$ cat src/tape_port_params.svh
// Purpose: Offsets, field positions, reset values and timing counts of the tape host port
// Assumes: Included by bare name from every design file that needs it
// Notes: Constants only
`ifndef TAPE_PORT_PARAMS_SVH
`define TAPE_PORT_PARAMS_SVH

// Port selection and buffer depth
`define BASE_DEFAULT 10'h330
`define BASE_MIN 10'h300
`define BASE_MAX 10'h3f0
`define IRQ_DEFAULT 3
`define IRQ_LO 2
`define IRQ_HI 7
`define DMA_DEFAULT 1
`define BUF_DEPTH_DEFAULT 2

// Port offsets within the selected window
`define PORT_DATA 2'h0
`define PORT_CTRL 2'h1
`define PORT_DRIVE 2'h2
`define PORT_TRACK 2'h3

// Control port bits (write)
`define CTL_DMA_EN 0
`define CTL_DIR_WR 1
`define CTL_FLUSH 2
`define CTL_IRQ_EN 3

// Status port bits (read)
`define ST_PEND 0
`define ST_ERR 1
`define ST_REPOS 2
`define ST_TRY_LSB 3

// Drive control port bits (write)
`define DRV_GO 0
`define DRV_REV 1
`define DRV_RST 2

// Drive status bit for cartridge present
`define DRV_CART 0

// Timing: one host bus clock of wait, rounded up to our clock
`define CLK_NS 20
`define BUS_CLK_NS 210
`define WAIT_CYC ((`BUS_CLK_NS + `CLK_NS - 1) / `CLK_NS)

// Error recovery and check word
`define MAX_TRIES 5'h10
`define CRC_POLY 16'h1021
`define CRC_INIT 16'hffff

`endif

$ cat src/tape_port_pkg.sv
// Purpose: Types shared by the tape host port modules
// Assumes: Nothing
// Notes: Constants live in tape_port_params.svh
package tape_port_pkg;

  // Host bus inputs sampled together
  typedef struct packed {
    logic [9:0] addr;
    logic aen;
    logic ior_n;
    logic iow_n;
    logic [7:0] data;
  } host_bus_t;

  // Drive control lines
  typedef struct packed {
    logic go;
    logic rev;
    logic rst;
    logic [3:0] track;
  } drive_ctl_t;

  // Error recovery states
  typedef enum logic [0:0] {
    RS_RUN,
    RS_REPOS
  } retry_state_t;

endpackage

$ cat src/byte_fifo.sv
// Purpose: Small synchronous FIFO with valid/ready on both sides
// Assumes: One clock, asynchronous active-low reset
// Notes: Any depth from 2 up; flush empties it in one cycle
`timescale 1ns/1ps
module byte_fifo #(
  parameter int WIDTH = 8,
  parameter int DEPTH = 4
) (
  input wire logic clock,
  input wire logic resetn,
  input wire logic flush,
  input wire logic in_valid,
  input wire logic [WIDTH-1:0] in_data,
  output logic in_ready,
  output logic out_valid,
  output logic [WIDTH-1:0] out_data,
  input wire logic out_ready
);
  localparam int PW = $clog2(DEPTH);

  logic [WIDTH-1:0] mem [DEPTH];
  logic [PW-1:0] wr_ptr_r;
  logic [PW-1:0] rd_ptr_r;
  logic [PW:0] count_r;
  logic push;
  logic pop;

  // Honest full and empty from the fill count
  assign in_ready = (count_r != (PW+1)'(DEPTH));
  assign out_valid = (count_r != '0);
  assign out_data = mem[rd_ptr_r];
  assign push = in_valid && in_ready;
  assign pop = out_valid && out_ready;

  // Storage
  always_ff @(posedge clock) begin
    if (push) begin
      mem[wr_ptr_r] <= in_data;
    end
  end

  // Pointers and count
  always_ff @(posedge clock or negedge resetn) begin
    if (!resetn) begin
      wr_ptr_r <= '0;
      rd_ptr_r <= '0;
      count_r <= '0;
    end else if (flush) begin
      wr_ptr_r <= '0;
      rd_ptr_r <= '0;
      count_r <= '0;
    end else begin
      if (push) begin
        wr_ptr_r <= (wr_ptr_r == PW'(DEPTH - 1)) ? '0 : wr_ptr_r + 1'b1;
      end
      if (pop) begin
        rd_ptr_r <= (rd_ptr_r == PW'(DEPTH - 1)) ? '0 : rd_ptr_r + 1'b1;
      end
      if (push && !pop) begin
        count_r <= count_r + 1'b1;
      end else if (pop && !push) begin
        count_r <= count_r - 1'b1;
      end
    end
  end

endmodule

$ cat src/crc16_byte.sv
// Purpose: Byte-wide CRC-16 over x^16 + x^12 + x^5 + 1
// Assumes: clear is a single-cycle strobe; valid takes one byte each cycle it is high; clear wins
// Notes: Running a block followed by its own check bytes, MSB first, leaves zero
`timescale 1ns/1ps
`include "tape_port_params.svh"
module crc16_byte (
  input wire logic clock,
  input wire logic resetn,
  input wire logic clear,
  input wire logic valid,
  input wire logic [7:0] data,
  output logic [15:0] crc
);

  // One byte through the shift register, MSB first
  function automatic logic [15:0] crc_step(input logic [15:0] c, input logic [7:0] d);
    logic [15:0] r;
    logic fb;
    r = c;
    for (int i = 7; i >= 0; i--) begin
      fb = r[15] ^ d[i];
      r = {r[14:0], 1'b0} ^ (fb ? `CRC_POLY : 16'h0000);
    end
    return r;
  endfunction

  // Running remainder
  always_ff @(posedge clock or negedge resetn) begin
    if (!resetn) begin
      crc <= `CRC_INIT;
    end else if (clear) begin
      crc <= `CRC_INIT;
    end else if (valid) begin
      crc <= crc_step(crc, data);
    end
  end

endmodule

$ cat src/tape_host_port.sv
// Purpose: Host bus side of a streaming tape controller: decode, data, DMA, interrupt, retries
// Assumes: Bus inputs synchronous to clock; resetn is the host reset line, inverted
`timescale 1ns/1ps
`include "tape_port_params.svh"
module tape_host_port
  import tape_port_pkg::*;
#(
  parameter logic [9:0] BASE_ADDR = `BASE_DEFAULT,
  parameter int IRQ_LEVEL = `IRQ_DEFAULT,
  parameter int DMA_CHAN = `DMA_DEFAULT,
  parameter int BUF_DEPTH = `BUF_DEPTH_DEFAULT
) (
  input wire logic clock,
  input wire logic resetn,
  input wire host_bus_t bus,
  input wire logic [3:1] dack_n,
  output logic [7:0] data_out,
  output logic data_oe_n,
  output logic chrdy_out,
  output logic chrdy_oe_n,
  output logic [7:2] irq,
  output logic [3:1] drq,
  output logic [7:0] fmt_wr_data,
  output logic fmt_wr_valid,
  input wire logic fmt_wr_ready,
  output logic [15:0] fmt_wr_crc,
  input wire logic [7:0] fmt_rd_data,
  input wire logic fmt_rd_valid,
  output logic fmt_rd_ready,
  input wire logic fmt_blk_start,
  input wire logic fmt_chk_valid,
  input wire logic [7:0] fmt_chk_data,
  input wire logic fmt_blk_end,
  output logic fmt_repos,
  output logic fmt_rewrite,
  input wire logic fmt_repos_done,
  output drive_ctl_t drive,
  input wire logic [7:0] drv_status
);
  localparam logic [3:0] WAIT_LD = 4'(`WAIT_CYC);
  localparam int WAIT_N = `WAIT_CYC;

  logic ior_d_r, iow_d_r;
  logic rd_start, wr_start, wr_end;
  logic io_sel, dma_sel;
  logic [7:0] wr_data_r;
  logic [1:0] wr_port_r;
  logic wr_io_r, wr_dma_r;
  logic dma_en_r, dir_wr_r, irq_en_r, flush_r;
  logic irq_pend_r, hard_err_r;
  logic [3:0] wait_cnt_r;
  logic [7:0] drv_stat_r;
  logic [7:0] hold_r;
  logic hold_v_r, hold_v_nxt, hold_acc;
  logic f_in_valid, f_in_ready, f_out_valid, f_out_ready;
  logic [7:0] f_in_data, f_out_data;
  logic host_push, host_pop, fmt_take;
  logic drq_nxt, done_evt, crc_ok;
  logic [15:0] chk_crc;
  logic [4:0] attempt_r;
  retry_state_t rs_r;

  // Strobe edges and port selection
  assign rd_start = ior_d_r && !bus.ior_n;
  assign wr_start = iow_d_r && !bus.iow_n;
  assign wr_end = !iow_d_r && bus.iow_n;
  assign io_sel = !bus.aen && (bus.addr[9:2] == BASE_ADDR[9:2]);
  assign dma_sel = !dack_n[DMA_CHAN];

  // Strobe history
  always_ff @(posedge clock or negedge resetn) begin
    if (!resetn) begin
      ior_d_r <= 1'b1;
      iow_d_r <= 1'b1;
    end else begin
      ior_d_r <= bus.ior_n;
      iow_d_r <= bus.iow_n;
    end
  end

  // Write cycle capture while the strobe is low
  always_ff @(posedge clock or negedge resetn) begin
    if (!resetn) begin
      wr_data_r <= 8'h00;
      wr_port_r <= 2'h0;
      wr_io_r <= 1'b0;
      wr_dma_r <= 1'b0;
    end else if (!bus.iow_n) begin
      wr_data_r <= bus.data;
      wr_port_r <= bus.addr[1:0];
      wr_io_r <= io_sel;
      wr_dma_r <= dma_sel;
    end
  end

  // Control port: DMA enable, direction, interrupt enable, flush
  always_ff @(posedge clock or negedge resetn) begin
    if (!resetn) begin
      dma_en_r <= 1'b0;
      dir_wr_r <= 1'b0;
      irq_en_r <= 1'b0;
      flush_r <= 1'b0;
    end else if (wr_end && wr_io_r && wr_port_r == `PORT_CTRL) begin
      dma_en_r <= wr_data_r[`CTL_DMA_EN];
      dir_wr_r <= wr_data_r[`CTL_DIR_WR];
      irq_en_r <= wr_data_r[`CTL_IRQ_EN];
      flush_r <= wr_data_r[`CTL_FLUSH] || (wr_data_r[`CTL_DIR_WR] != dir_wr_r);
    end else begin
      flush_r <= 1'b0;
    end
  end

  // Drive control and track, held on the drive lines
  always_ff @(posedge clock or negedge resetn) begin
    if (!resetn) begin
      drive <= '0;
    end else if (wr_end && wr_io_r) begin
      if (wr_port_r == `PORT_DRIVE) begin
        drive.go <= wr_data_r[`DRV_GO];
        drive.rev <= wr_data_r[`DRV_REV] && wr_data_r[`DRV_GO];
        drive.rst <= wr_data_r[`DRV_RST];
      end else if (wr_port_r == `PORT_TRACK) begin
        drive.track <= wr_data_r[3:0];
      end
    end
  end

  // Buffered drive status
  always_ff @(posedge clock or negedge resetn) begin
    if (!resetn) begin
      drv_stat_r <= 8'h00;
    end else begin
      drv_stat_r <= drv_status;
    end
  end

  // Host side of the data buffer
  assign host_push = wr_end && (wr_dma_r || (wr_io_r && wr_port_r == `PORT_DATA));
  assign host_pop = rd_start && (dma_sel || (io_sel && bus.addr[1:0] == `PORT_DATA))
    && !dir_wr_r;
  assign fmt_take = !fmt_wr_valid || fmt_wr_ready;

  // Buffer steering by direction
  always_comb begin
    f_in_valid = dir_wr_r ? host_push : hold_v_r;
    f_in_data = dir_wr_r ? wr_data_r : hold_r;
    f_out_ready = dir_wr_r ? fmt_take : host_pop;
  end

  // Data buffer between host and formatter
  byte_fifo #(
    .WIDTH(8),
    .DEPTH(BUF_DEPTH)
  ) u_buf (
    .clock(clock),
    .resetn(resetn),
    .flush(flush_r),
    .in_valid(f_in_valid),
    .in_data(f_in_data),
    .in_ready(f_in_ready),
    .out_valid(f_out_valid),
    .out_data(f_out_data),
    .out_ready(f_out_ready)
  );

  // Registered stage toward the formatter
  always_ff @(posedge clock or negedge resetn) begin
    if (!resetn) begin
      fmt_wr_valid <= 1'b0;
      fmt_wr_data <= 8'h00;
    end else if (flush_r || !dir_wr_r) begin
      fmt_wr_valid <= 1'b0;
    end else if (fmt_take) begin
      fmt_wr_valid <= f_out_valid;
      fmt_wr_data <= f_out_data;
    end
  end

  // Holding stage from the formatter; ready comes from a flop
  assign hold_acc = fmt_rd_ready && fmt_rd_valid;
  assign hold_v_nxt = (hold_v_r && !(f_in_ready && !dir_wr_r)) || hold_acc;
  always_ff @(posedge clock or negedge resetn) begin
    if (!resetn) begin
      hold_v_r <= 1'b0;
      hold_r <= 8'h00;
      fmt_rd_ready <= 1'b0;
    end else begin
      hold_v_r <= hold_v_nxt && !flush_r;
      fmt_rd_ready <= !hold_v_nxt && !dir_wr_r && !flush_r;
      if (hold_acc) begin
        hold_r <= fmt_rd_data;
      end
    end
  end

  // Host read data and bus drive
  always_ff @(posedge clock or negedge resetn) begin
    if (!resetn) begin
      data_out <= 8'h00;
      data_oe_n <= 1'b1;
    end else if (bus.ior_n) begin
      data_oe_n <= 1'b1;
    end else if (rd_start && (io_sel || dma_sel)) begin
      data_oe_n <= 1'b0;
      if (dma_sel || bus.addr[1:0] == `PORT_DATA) begin
        data_out <= f_out_valid ? f_out_data : 8'h00;
      end else if (bus.addr[1:0] == `PORT_CTRL) begin
        data_out <= {attempt_r, rs_r == RS_REPOS, hard_err_r, irq_pend_r};
      end else if (bus.addr[1:0] == `PORT_DRIVE) begin
        data_out <= drv_stat_r;
      end else begin
        data_out <= {4'h0, drive.track};
      end
    end
  end

  // Wait state on formatter accesses, open drain
  assign chrdy_out = 1'b0;
  always_ff @(posedge clock or negedge resetn) begin
    if (!resetn) begin
      chrdy_oe_n <= 1'b1;
      wait_cnt_r <= 4'h0;
    end else if (chrdy_oe_n && (rd_start || wr_start) &&
                 (dma_sel || (io_sel && bus.addr[1:0] == `PORT_DATA))) begin
      chrdy_oe_n <= 1'b0;
      wait_cnt_r <= WAIT_LD - 4'h1;
    end else if (wait_cnt_r != 4'h0) begin
      wait_cnt_r <= wait_cnt_r - 4'h1;
    end else begin
      chrdy_oe_n <= 1'b1;
    end
  end

  // DMA request whenever a byte can move
  assign drq_nxt = dma_en_r && dack_n[DMA_CHAN] && (dir_wr_r ? f_in_ready : f_out_valid);

  // Per-channel request and per-level interrupt outputs
  for (genvar g = 1; g <= 3; g++) begin : g_drq
    always_ff @(posedge clock or negedge resetn) begin
      if (!resetn) begin
        drq[g] <= 1'b0;
      end else begin
        drq[g] <= (g == DMA_CHAN) && drq_nxt;
      end
    end
  end
  for (genvar g = `IRQ_LO; g <= `IRQ_HI; g++) begin : g_irq
    always_ff @(posedge clock or negedge resetn) begin
      if (!resetn) begin
        irq[g] <= 1'b0;
      end else begin
        irq[g] <= (g == IRQ_LEVEL) && irq_pend_r && irq_en_r;
      end
    end
  end

  // Check words for outgoing and readback streams
  crc16_byte u_wr_crc (
    .clock(clock),
    .resetn(resetn),
    .clear(fmt_blk_start),
    .valid(fmt_wr_valid && fmt_wr_ready),
    .data(fmt_wr_data),
    .crc(fmt_wr_crc)
  );
  crc16_byte u_chk_crc (
    .clock(clock),
    .resetn(resetn),
    .clear(fmt_blk_start),
    .valid(fmt_chk_valid),
    .data(fmt_chk_data),
    .crc(chk_crc)
  );
  assign crc_ok = (chk_crc == 16'h0000);

  // Error recovery: reposition and retry, then give up
  always_ff @(posedge clock or negedge resetn) begin
    if (!resetn) begin
      rs_r <= RS_RUN;
      attempt_r <= 5'h00;
      fmt_repos <= 1'b0;
      fmt_rewrite <= 1'b0;
    end else begin
      unique case (rs_r)
        RS_RUN: begin
          if (fmt_blk_end && crc_ok) begin
            attempt_r <= 5'h00;
          end else if (fmt_blk_end && attempt_r < `MAX_TRIES) begin
            attempt_r <= attempt_r + 5'h01;
            fmt_repos <= 1'b1;
            fmt_rewrite <= dir_wr_r;
            rs_r <= RS_REPOS;
          end else if (fmt_blk_end) begin
            attempt_r <= 5'h00;
          end
        end
        RS_REPOS: begin
          if (fmt_repos_done) begin
            fmt_repos <= 1'b0;
            fmt_rewrite <= 1'b0;
            rs_r <= RS_RUN;
          end
        end
      endcase
    end
  end

  // Block finished: good, or retries used up
  assign done_evt = (rs_r == RS_RUN) && fmt_blk_end && (crc_ok || attempt_r >= `MAX_TRIES);

  // Sticky pending and error flags; a new event beats the status read
  always_ff @(posedge clock or negedge resetn) begin
    if (!resetn) begin
      irq_pend_r <= 1'b0;
      hard_err_r <= 1'b0;
    end else begin
      if (done_evt) begin
        irq_pend_r <= 1'b1;
      end else if (rd_start && io_sel && bus.addr[1:0] == `PORT_CTRL) begin
        irq_pend_r <= 1'b0;
      end
      if (done_evt && !crc_ok) begin
        hard_err_r <= 1'b1;
      end else if (rd_start && io_sel && bus.addr[1:0] == `PORT_CTRL) begin
        hard_err_r <= 1'b0;
      end
    end
  end
endmodule

$ cat config.mk
export PLATFORM = sky130hd
export DESIGN_NAME = tape_host_port
export DESIGN_NICKNAME = d
export VERILOG_FILES = /design/src/tape_port_pkg.sv /design/src/byte_fifo.sv /design/src/crc16_byte.sv /design/src/tape_host_port.sv
export VERILOG_INCLUDE_DIRS = /design/src /design/src/src
export SDC_FILE = /design/constraint.sdc
export NUM_CORES = 1
export LEC_CHECK = 0
export BUFFER_PORTS_ARGS = -buffer_cell sky130_fd_sc_hd__buf_4
export CAP_MARGIN = 10
export CORE_UTILIZATION = 53
export CTS_CLUSTER_DIAMETER = 50
export DETAILED_ROUTE_END_ITERATION = 10
export PLACE_DENSITY = 0.77
export SLEW_MARGIN = 20
export SYNTH_ARGS = -nofsm -noshare
export SYNTH_HDL_FRONTEND = slang
export SYNTH_SLANG_ARGS = --single-unit
$ cat constraint.sdc
create_clock -name clock -period 2.7 [get_ports clock]
set_input_delay 0.135 -clock clock [delete_from_list [all_inputs] [get_ports clock]]
set_output_delay 0.135 -clock clock [all_outputs]
set_load 0.05 [all_outputs]
==> flow_summary.json, run 1 <==
{
  "outcome": "complete, no violations",
  "avgSynthCellArea_um2": 11.7,
  "synth_ff_type": "dfrtp_1",
  "cts_tree": "done",
  "via_count": 4195,
  "nNetsFinal": 701,
  "setup_tns_ps": 0,
  "drv_cap": 0,
  "layout_setup_ws_ps": 666,
  "antenna_cells": 0,
  "vdd_ir_drop_max_v": 0.000729,
  "async_flop_share_pct": 87.7,
  "netlist_instances": 513,
  "cp_data_required_time_ps": 2780,
  "finalCritPeriodShare_pct": 75.3,
  "coreArea_mm2": 0.0109,
  "critPathMaxFanout": 8,
  "synth_seq_area_share_pct": 56.3,
  "drive_gt1_share_pct": 35.4,
  "critical_path_class": "reg -> reg",
  "max_clock_freq_mhz": 492,
  "post-dp-hpwl_um": 8740,
  "dr.pass1.iters": 4,
  "post-route-util_pct": 70.2,
  "finalSetupViolations": 0,
  "hold_slack_ps": 53.8,
  "fin_cells": 796,
  "area_growth_pct": 27.9,
  "ys_types": 52,
  "power_density_mw_per_mm2": 930,
  "drc": 0,
  "cts_hold_buffers": 28,
  "grt_max_degree": 70,
  "postCtsSetupBuffers": 0,
  "min_path_type": "in -> reg",
  "die_x_um": 108,
  "gp_congestion": 0.818,
  "wl_per_cell_um": 16.0,
  "grt_overflow": 0,
  "syn-cell-area_mm2": 0.00600,
  "ios": 111,
  "arrival_ps": 2110,
  "rsz0062_at_grt": "no",
  "clkTransAtPathRegs_ps": 60,
  "ant_nets": 0,
  "slew-limit-headroom_pct": 52.1,
  "dpl_cell_area_mm2": 0.00684,
  "critPathLaunchType": "flip-flop",
  "cts_buffers": 17,
  "crit_chain": "nor3b_1 -> o2111ai_1 -> and2_1 -> or3_1 -> inv_1",
  "clockRootBuffer": "clkbuf_16",
  "antenna_found_initial": 0,
  "cp_slowest_stage_delay_ps": 420,
  "place_ws_ps": 691,
  "fp.dieH_um": 108,
  "synth_edf_count": 16,
  "total_power_mw": 7.14,
  "die_area_mm2": 0.0117,
  "numClockSinks": 130,
  "drt-initial-drc-count": 153,
  "port_buffers": 100,
  "hold_viol": 0,
  "end_kind": "flip-flop",
  "leakagePower_nw": 3.37,
  "synth-seq-cells": 130,
  "worst_pin_slew_ps": 716,
  "grt_pass1_wl_um": 20700,
  "yosys_warnings": 0,
  "layout.cell_area.non_filler_mm2": 0.00767,
  "insertion_delay_ps": 420,
  "crit_slowest_cell": "dfrtp_1",
  "vias_per_cell": 5.27,
  "initial_core_util_pct": 54.9,
  "first_global_vias": 4323,
  "cts.repair.resized": 0,
  "fin_skew_ps": 11.4,
  "min_period_ps": 2030,
  "dp.cells": 736,
  "track_usage_pct": 23.5,
  "maxSlewViolCount": 0,
  "drt-total-wl_um": 12700,
  "clock_path_buffers": 2,
  "rows": 38,
  "htreeDepth": 4
}
-- sequential cells by signal, summed over array words and instances, names as in the netlist, 2 cells and up --
| name | cells |
|---|---|
| u_buf.mem | 16 |
| u_chk_crc.crc | 16 |
| u_wr_crc.crc | 16 |
| data_out | 8 |
| drv_stat_r | 8 |
| fmt_wr_data | 8 |
| hold_r | 8 |
| wr_data_r | 8 |
| drive | 7 |
| attempt_r | 5 |
| wait_cnt_r | 4 |
| u_buf.count_r | 2 |
| wr_port_r | 2 |
-- final timing paths --
kind / from / depth (start not counted) / slack [ps] / end
min in group asynchronous: resetn / 2 / 280 / data_out[4]$_DFFE_PN0P_
max in group asynchronous: resetn / 3 / 1640 / iow_d_r$_DFF_PN1_
min reg2reg: data_out[3]$_DFFE_PN0P_ / 2 / 480 / data_out[3]$_DFFE_PN0P_
min: bus[12] / 2 / 50 / wr_port_r[1]$_DFFE_PN0N_
max: wr_port_r[1]$_DFFE_PN0N_ / 5 / 670 / u_buf.mem[0][3]$_DFFE_PP_
max reg2reg: wr_port_r[1]$_DFFE_PN0N_ / 5 / 670 / u_buf.mem[0][3]$_DFFE_PP_
-- synth_stat cells, types with 9 or more instances --
cell	count	share of area, %
nor2_1	44	2.8
buf_4	9	1.1
nor2b_1	20	2.1
mux2_2	38	7.1
dfstp_2	36	16
xor2_1	18	2.6
nand2_1	32	2.0
mux2i_1	9	1.5
a21oi_1	47	3.9
xnor2_1	27	3.9
or2_2	10	1.0
inv_1	9	0.56
dfrtp_1	78	33
o21ai_0	21	1.8
edfxtp_1	16	8.0
-- layout by cell type (no fill, tap or decap), types with 16 or more instances in the layout --
cell type / synthesis / final
buf_4: 9 / 102
dfrtp_1: 78 / 78
a21oi_1: 47 / 47
nor2_1: 44 / 44
mux2_2: 38 / 38
dfstp_2: 36 / 36
nand2_1: 32 / 32
dlygate4sd3_1: 0 / 28
xnor2_1: 27 / 27
o21ai_0: 21 / 21
nor2b_1: 20 / 20
xor2_1: 18 / 18
clkbuf_16: 0 / 17
edfxtp_1: 16 / 16
-- where the power goes --
| part | internal [mW] | switching [mW] |
|---|---|---|
| Sequential | 2.40 | 0.341 |
| Clock | 1.29 | 0.885 |
| Combinational | 0.944 | 1.28 |
-- logic make-up after synthesis --
| logic type | after synthesis | share of synthesized area (%) |
|---|---|---|
| multiplexers | 48 | 8.82 |
| adder cells (fa/ha/maj) | 2 | 0.417 |
| buffers and inverters | 36 | 3.09 |
| AO/OA/AOI/OAI | 98 | 10.3 |
| other | 1 | 0.0625 |
| XOR/XNOR | 53 | 8.74 |
| AND/OR/NAND/NOR | 145 | 12.3 |
| flip-flops | 130 | 56.3 |
-- area by class of cell --
cell class | instances | area, µm²
clock buffer | 18 | 433
clock inverter | 14 | 126
fill | 784 | 3260
inverter | 9 | 33.8
multi-input combinational | 354 | 2460
sequential | 130 | 3380
tap | 140 | 175
timing repair buffer | 131 | 1070
-- per-layer routing --
| metal | routed length (µm) | vias up | GRT usage (%) |
|---|---|---|---|
| met5 | 0 | - | 0 |
| met4 | 196 | 0 | 7.43 |
| met3 | 584 | 15 | 5.00 |
| met2 | 6470 | 124 | 40.9 |
| met1 | 5490 | 2042 | 29.3 |
| li1 | - | 2014 | - |
-- critical path, delay by kind of cell, from the launching register on --
| family | cells | cell delay [ps] |
|---|---|---|
| AND/OR/NAND/NOR | 3 | 810 |
| AO/OA/AOI/OAI | 1 | 190 |
| flip-flops | 1 | 420 |
| buffers and inverters | 1 | 280 |
Power figures use the tool's default switching activity.
==> run 2: changes to the inputs <==
==> constraint.sdc (replaced) <==
create_clock -name clock -period 1.9 [get_ports clock]
set_input_delay 0.095 -clock clock [delete_from_list [all_inputs] [get_ports clock]]
set_output_delay 0.095 -clock clock [all_outputs]
set_load 0.05 [all_outputs]
==> flow_summary.json, run 2 (synthesis results as in run 1) <==
{
  "power_density_mw_per_mm2": 1330,
  "clock_path_buffers": 2,
  "track_usage_pct": 24.1,
  "arrival_ps": 1860,
  "worst_pin_slew_ps": 608,
  "crit_chain": "nor3b_2 -> o2111ai_1 -> and2_1 -> or3_1 -> clkinvlp_4",
  "num-fill-cells": 763,
  "finalCritPeriodShare_pct": 91.8,
  "slew-limit-headroom_pct": 59.4,
  "outcome": "complete, no violations",
  "port_buffers": 100,
  "cts_buffers": 17,
  "first_global_vias": 4285,
  "crit_slowest_cell": "dfrtp_1",
  "die_x_um": 108,
  "insertion_delay_ps": 410,
  "net-switching-power_mw": 3.51,
  "power.internal_mw": 6.85,
  "antenna_found_initial": 0,
  "drt-total-wl_um": 13100,
  "drv_cap": 0,
  "htreeDepth": 4,
  "post-dp-hpwl_um": 9030,
  "clkTransAtPathRegs_ps": 60,
  "coreArea_mm2": 0.0109,
  "ant_nets": 0,
  "dp.cells": 745,
  "fp.dieH_um": 108,
  "drc": 0,
  "nNetsFinal": 711,
  "grt_max_degree": 44,
  "antenna_cells": 0,
  "grt_pass1_wl_um": 21200,
  "drt-initial-drc-count": 226,
  "critPathMaxFanout": 8,
  "pwr-share-seq_pct": 37.7,
  "cp_data_required_time_ps": 2010,
  "grt_overflow": 0,
  "cts_tree": "done",
  "finalSetupViolations": 0,
  "path_buf_inv": 1,
  "mostFrequentLayoutCells": "110 x buf_4, 78 x dfrtp_1, 47 x a21oi_1",
  "post-route-util_pct": 71.4,
  "pwr-share-comb_pct": 31.1,
  "drive_gt1_share_pct": 36.1,
  "place_ws_ps": 43.4,
  "critical_path_class": "reg -> reg",
  "initial_core_util_pct": 54.9,
  "gp_congestion": 0.811,
  "die_area_mm2": 0.0117,
  "vias_per_cell": 5.29,
  "setup_tns_ps": 0,
  "min_period_ps": 1740,
  "critPathLaunchType": "flip-flop",
  "hold_slack_ps": 20.4,
  "ios": 111,
  "wl_per_cell_um": 16.3,
  "min_path_type": "in -> reg",
  "vdd_ir_drop_max_v": 0.000794,
  "rsz0062_at_grt": "no",
  "postCtsSetupBuffers": 0,
  "cp_slowest_stage_delay_ps": 380,
  "area_growth_pct": 30.1,
  "pwr-share-clk_pct": 31.2,
  "numClockSinks": 130,
  "switching_share_pct": 33.9,
  "maxSlewViolCount": 0,
  "critPathTopFamily": "simple AND/OR/NAND/NOR gates",
  "end_kind": "flip-flop",
  "clockRootBuffer": "clkbuf_16",
  "max_clock_freq_mhz": 573,
  "hold_viol": 0,
  "layout_setup_ws_ps": 155,
  "fin_cells": 805,
  "final_common_cell": "buf_4",
  "via_count": 4255,
  "dr.pass1.iters": 4,
  "fin_skew_ps": 7.40,
  "reg.largest.list": "u_buf.mem (16), u_chk_crc.crc (16), u_wr_crc.crc (16)",
  "rows": 38,
  "leakagePower_nw": 3.43
}
==> run 2: cell types whose count changed in the layout (fill, tap and decap cells not counted) <==
cell | before | now
buf_12 | 1 | 2
nor3b_2 | 0 | 2
buf_4 | 102 | 110
clkinv_4 | 1 | 0
inv_6 | 5 | 0
clkinvlp_4 | 3 | 4
inv_1 | 9 | 8
dlygate4sd3_1 | 28 | 29
bufinv_16 | 1 | 3
clkbuf_8 | 0 | 1
clkbuf_4 | 1 | 0
clkbuf_1 | 0 | 2
clkinv_1 | 0 | 1
nor3b_1 | 3 | 1
==> run 2: cell type report <==
| type | instances | area (µm²) | share of cell area (%) |
|---|---|---|---|
| clock buffers | 20 | 447 | 5.72 |
| well taps | 140 | 175 | 2.24 |
| multi-input cells | 354 | 2470 | 31.7 |
| repair buffers | 141 | 1160 | 14.8 |
| inverters | 9 | 37.5 | 0.481 |
| flip-flops and latches | 130 | 3380 | 43.3 |
| clock inverters | 11 | 138 | 1.76 |
==> run 2: through the flow <==
stage	power, mW	cell area (µm²)
6_report	10.4	7800
3_3_place_gp	6.99	6920
4_1_cts	10.4	7790
2_1_floorplan	6.22	6030
3_5_place_dp	7.10	6920
5_1_grt	10.9	7800
==> run 2: routing by layer <==
metal  vias to the layer above  GRT usage (%)  wire length, µm
met3                        16           4.76              670
li1                       2035              -                -
met2                       129           41.6             6750
met1                      2075           30.5             5550
met5                         -              0                0
met4                         0           7.72              161
==> run 2: worst register-to-register path, stage by stage (launching register included) <==
cell        delay [ps]
dfrtp_1            380
nor3b_2            190
o2111ai_1          140
and2_1             180
or3_1              360
clkinvlp_4         190
==> run 2: repair_timing <==
| item | in CTS | in global routing |
|---|---|---|
| gates resized for setup | 0 | 2 |
| endpoints found under the setup margin | 0 | 8 |
| hold endpoints to repair | 68 | 0 |
| hold buffers | 29 | 0 |
==> run 2: power groups by stage <==
| stage | combinational, mW | sequential [mW] | clock, mW |
|---|---|---|---|
| after floorplan | 1.76 | 4.46 | 0 |
| after global placement | 3.08 | 3.91 | 0 |
| after detailed placement | 3.16 | 3.95 | 0 |
| after CTS | 3.24 | 3.90 | 3.26 |
| after global routing | 3.49 | 3.96 | 3.40 |
| final | 3.22 | 3.91 | 3.23 |
==> run 2: worst paths after layout <==
kind	startpoint	endpoint	slack, ps	cells past startpoint
max	wr_port_r[1]$_DFFE_PN0N_	u_buf.mem[0][3]$_DFFE_PP_	160	5
min	fmt_blk_start	u_chk_crc.crc[1]$_DFFE_PN1P_	20	2
max reg2reg	wr_port_r[1]$_DFFE_PN0N_	u_buf.mem[0][3]$_DFFE_PP_	160	5
min reg2reg	data_out[7]$_DFFE_PN0P_	data_out[7]$_DFFE_PN0P_	480	2
max in group asynchronous	resetn	chrdy_oe_n$_DFFE_PN1P_	1010	3
min in group asynchronous	resetn	attempt_r[2]$_DFFE_PN0P_	240	2
==> run 3: changes to the inputs <==
--- a/config.mk
+++ b/config.mk
@@ -6,12 +6,14 @@
 export SDC_FILE = /design/constraint.sdc
 export NUM_CORES = 1
 export LEC_CHECK = 0
+export ABC_AREA = 1
 export BUFFER_PORTS_ARGS = -buffer_cell sky130_fd_sc_hd__buf_4
 export CAP_MARGIN = 10
-export CORE_UTILIZATION = 53
+export CORE_UTILIZATION = 30
 export CTS_CLUSTER_DIAMETER = 50
 export DETAILED_ROUTE_END_ITERATION = 10
-export PLACE_DENSITY = 0.77
+export PLACE_DENSITY = 0.48
+export SETUP_SLACK_MARGIN = 0.1
 export SLEW_MARGIN = 20
 export SYNTH_ARGS = -nofsm -noshare
 export SYNTH_HDL_FRONTEND = slang
==> flow_summary.json, run 3 <==
{
  "gp_congestion": 0.814,
  "coreArea_mm2": 0.0195,
  "maxSlewViolCount": 0,
  "synth_ff_type": "dfrtp_1",
  "yosysMostFrequentCell": "nand2_1",
  "vias_per_cell": 4.50,
  "track_usage_pct": 15.6,
  "reg.largest.list": "u_buf.mem (16), u_chk_crc.crc (16), u_wr_crc.crc (16)",
  "mostFrequentLayoutCells": "146 x nand2_1, 112 x buf_4, 80 x inv_1",
  "reg2reg_slack_ps": 320,
  "worstHoldStart": "fmt_chk_data[5]",
  "min_path_type": "in -> reg",
  "finalSetupViolations": 0,
  "startpoint": "wr_port_r[0]$_DFFE_PN0N_",
  "cp_data_required_time_ps": 2020,
  "synth.top_cells.by_area": "dfrtp_1 32%, dfstp_2 16%, nand2_1 9.1%",
  "critical_path_class": "reg -> reg",
  "path_buf_inv": 3,
  "top_layer": "met4",
  "cts_tree": "done",
  "critPathLaunchType": "flip-flop",
  "reg2reg_to": "u_buf.mem[1][5]$_DFFE_PP_",
  "max_clock_freq_mhz": 633,
  "drive_gt1_share_pct": 26.1,
  "ant_nets": 0,
  "drt-total-wl_um": 15000,
  "layout_setup_ws_ps": 319,
  "initial_core_util_pct": 30.8,
  "yosysTopAreaCellShare_pct": 32.5,
  "synth_seq_area_share_pct": 56.2,
  "cp_slowest_stage_delay_ps": 400,
  "rows": 51,
  "grt_max_degree": 50,
  "end_kind": "flip-flop",
  "htreeDepth": 4,
  "hold_path_depth": 4,
  "drv_cap": 0,
  "crit_slowest_cell": "dfrtp_1",
  "drt-initial-drc-count": 254,
  "hold_slack_ps": 22.4,
  "drc": 0,
  "area_growth_pct": 33.9,
  "fin_skew_ps": 8.14,
  "critPathMaxFanout": 6,
  "m1WireLength_um": 7160,
  "clockRootBuffer": "clkbuf_16",
  "port_buffers": 100,
  "rsz0062_at_grt": "no",
  "outcome": "complete, no violations",
  "wl_met3_um": 590,
  "cts_buffers": 17,
  "slew-limit-headroom_pct": 53.4,
  "place_ws_ps": 318,
  "grt_overflow": 0,
  "ys_types": 40,
  "insertion_delay_ps": 420,
  "synth_edf_count": 16,
  "ios": 111,
  "first_global_vias": 4775,
  "die_x_um": 144,
  "async_flop_share_pct": 87.7,
  "clkTransAtPathRegs_ps": 60,
  "synth-seq-cells": 130,
  "power_density_mw_per_mm2": 1470,
  "vdd_ir_drop_max_v": 0.000798,
  "finalCritPeriodShare_pct": 83.2,
  "yosys_warnings": 0,
  "via_count": 4842,
  "critPathTopFamily": "simple AND/OR/NAND/NOR gates",
  "setup_tns_ps": 0,
  "crit_cells": 8,
  "crit_chain": "inv_1 -> nand3_1 -> nand2_1 -> nand4_1 -> nand2_1 -> inv_1 -> nor2_1 -> buf_4",
  "leakagePower_nw": 3.83,
  "min_to": "u_chk_crc.crc[10]$_DFFE_PN1P_",
  "yosysTopAreaCell": "dfrtp_1",
  "synth_common_cells": "146 x nand2_1, 80 x inv_1, 78 x dfrtp_1",
  "arrival_ps": 1700,
  "nNetsFinal": 857,
  "grt_pass1_wl_um": 24500,
  "hold_viol": 0,
  "reg2reg_from": "wr_port_r[0]$_DFFE_PN0N_",
  "avgSynthCellArea_um2": 9.30,
  "numClockSinks": 130,
  "syn-cell-area_mm2": 0.00601,
  "wl_per_cell_um": 13.9,
  "die_area_mm2": 0.0206,
  "worst_pin_slew_ps": 696,
  "wl_met2_um": 7110,
  "fp.dieH_um": 144,
  "postCtsSetupBuffers": 0,
  "min_period_ps": 1580,
  "rr_worst_depth": 8,
  "post-dp-hpwl_um": 11200,
  "clock_path_buffers": 2,
  "antenna_found_initial": 0,
  "antenna_cells": 0,
  "final_common_cell": "nand2_1",
  "netlist_instances": 647,
  "dr.pass1.iters": 4
}
-- run 3: worst max path at each step --
stage               slack [ps]                   endpoint
finish                     320  u_buf.mem[1][5]$_DFFE_PP_
global route               150  u_buf.mem[1][4]$_DFFE_PP_
CTS                        300     hard_err_r$_DFFE_PN0P_
detailed placement         320  u_buf.mem[1][4]$_DFFE_PP_
global placement           310     hard_err_r$_DFFE_PN0P_
floorplan                  260  u_buf.mem[1][0]$_DFFE_PP_
-- run 3: layout make-up --
cell class / count / area, µm²
Fill cell: 1974 / 11500
Sequential cell: 130 / 3380
Multi-Input combinational cell: 418 / 2210
Timing Repair Buffer: 147 / 1210
Clock buffer: 18 / 439
Tap cell: 265 / 332
Inverter: 85 / 319
Clock inverter: 14 / 161
-- run 3: routing by layer --
layer | global-route usage [%] | vias to the layer above
li1 | - | 2416
met1 | 20.7 | 2304
met2 | 25.0 | 110
met3 | 3.50 | 12
met4 | 5.43 | 0
met5 | 0 | -
-- run 3: kinds of logic after synthesis --
family / Yosys count / synth area share, %
AO/OA/AOI/OAI: 106 / 10.1
XOR/XNOR: 31 / 5.51
adder cells (fa/ha/maj): 2 / 0.416
buffers and inverters: 106 / 7.49
flip-flops: 130 / 56.2
multiplexers: 12 / 2.25
other: 1 / 0.0623
AND/OR/NAND/NOR: 259 / 18.0
-- run 3: where the power goes --
group / leakage (nW) / switching (mW) / internal, mW
Combinational: 2.06 / 2.91 / 1.54
Sequential: 1.48 / 0.518 / 3.55
Clock: 0.294 / 1.22 / 2.09
-- run 3: metrics by stage --
stage	total power, mW	std cells	instance area [µm²]	util (%)
floorplan	7.22	654	6040	-
global placement	8.45	1012	7120	36.5
detailed placement	8.54	1012	7120	36.5
CTS	12.0	1077	8050	41.2
global route	12.6	1077	8050	41.2
finish	11.8	1077	8050	41.2
-- run 3: repair_timing --
item                                   4_1_cts  5_1_grt
setup endpoints to repair                    0        0
resized for setup                            0        0
hold buffers                                33        0
endpoints found under the hold margin       68        0
-- run 3: worst min-delay path: cells and delay by family --
family	cells	cell delay [ps]
XOR/XNOR	1	100
AO/OA/AOI/OAI	1	70
AND/OR/NAND/NOR	1	80
buffers and inverters	1	80
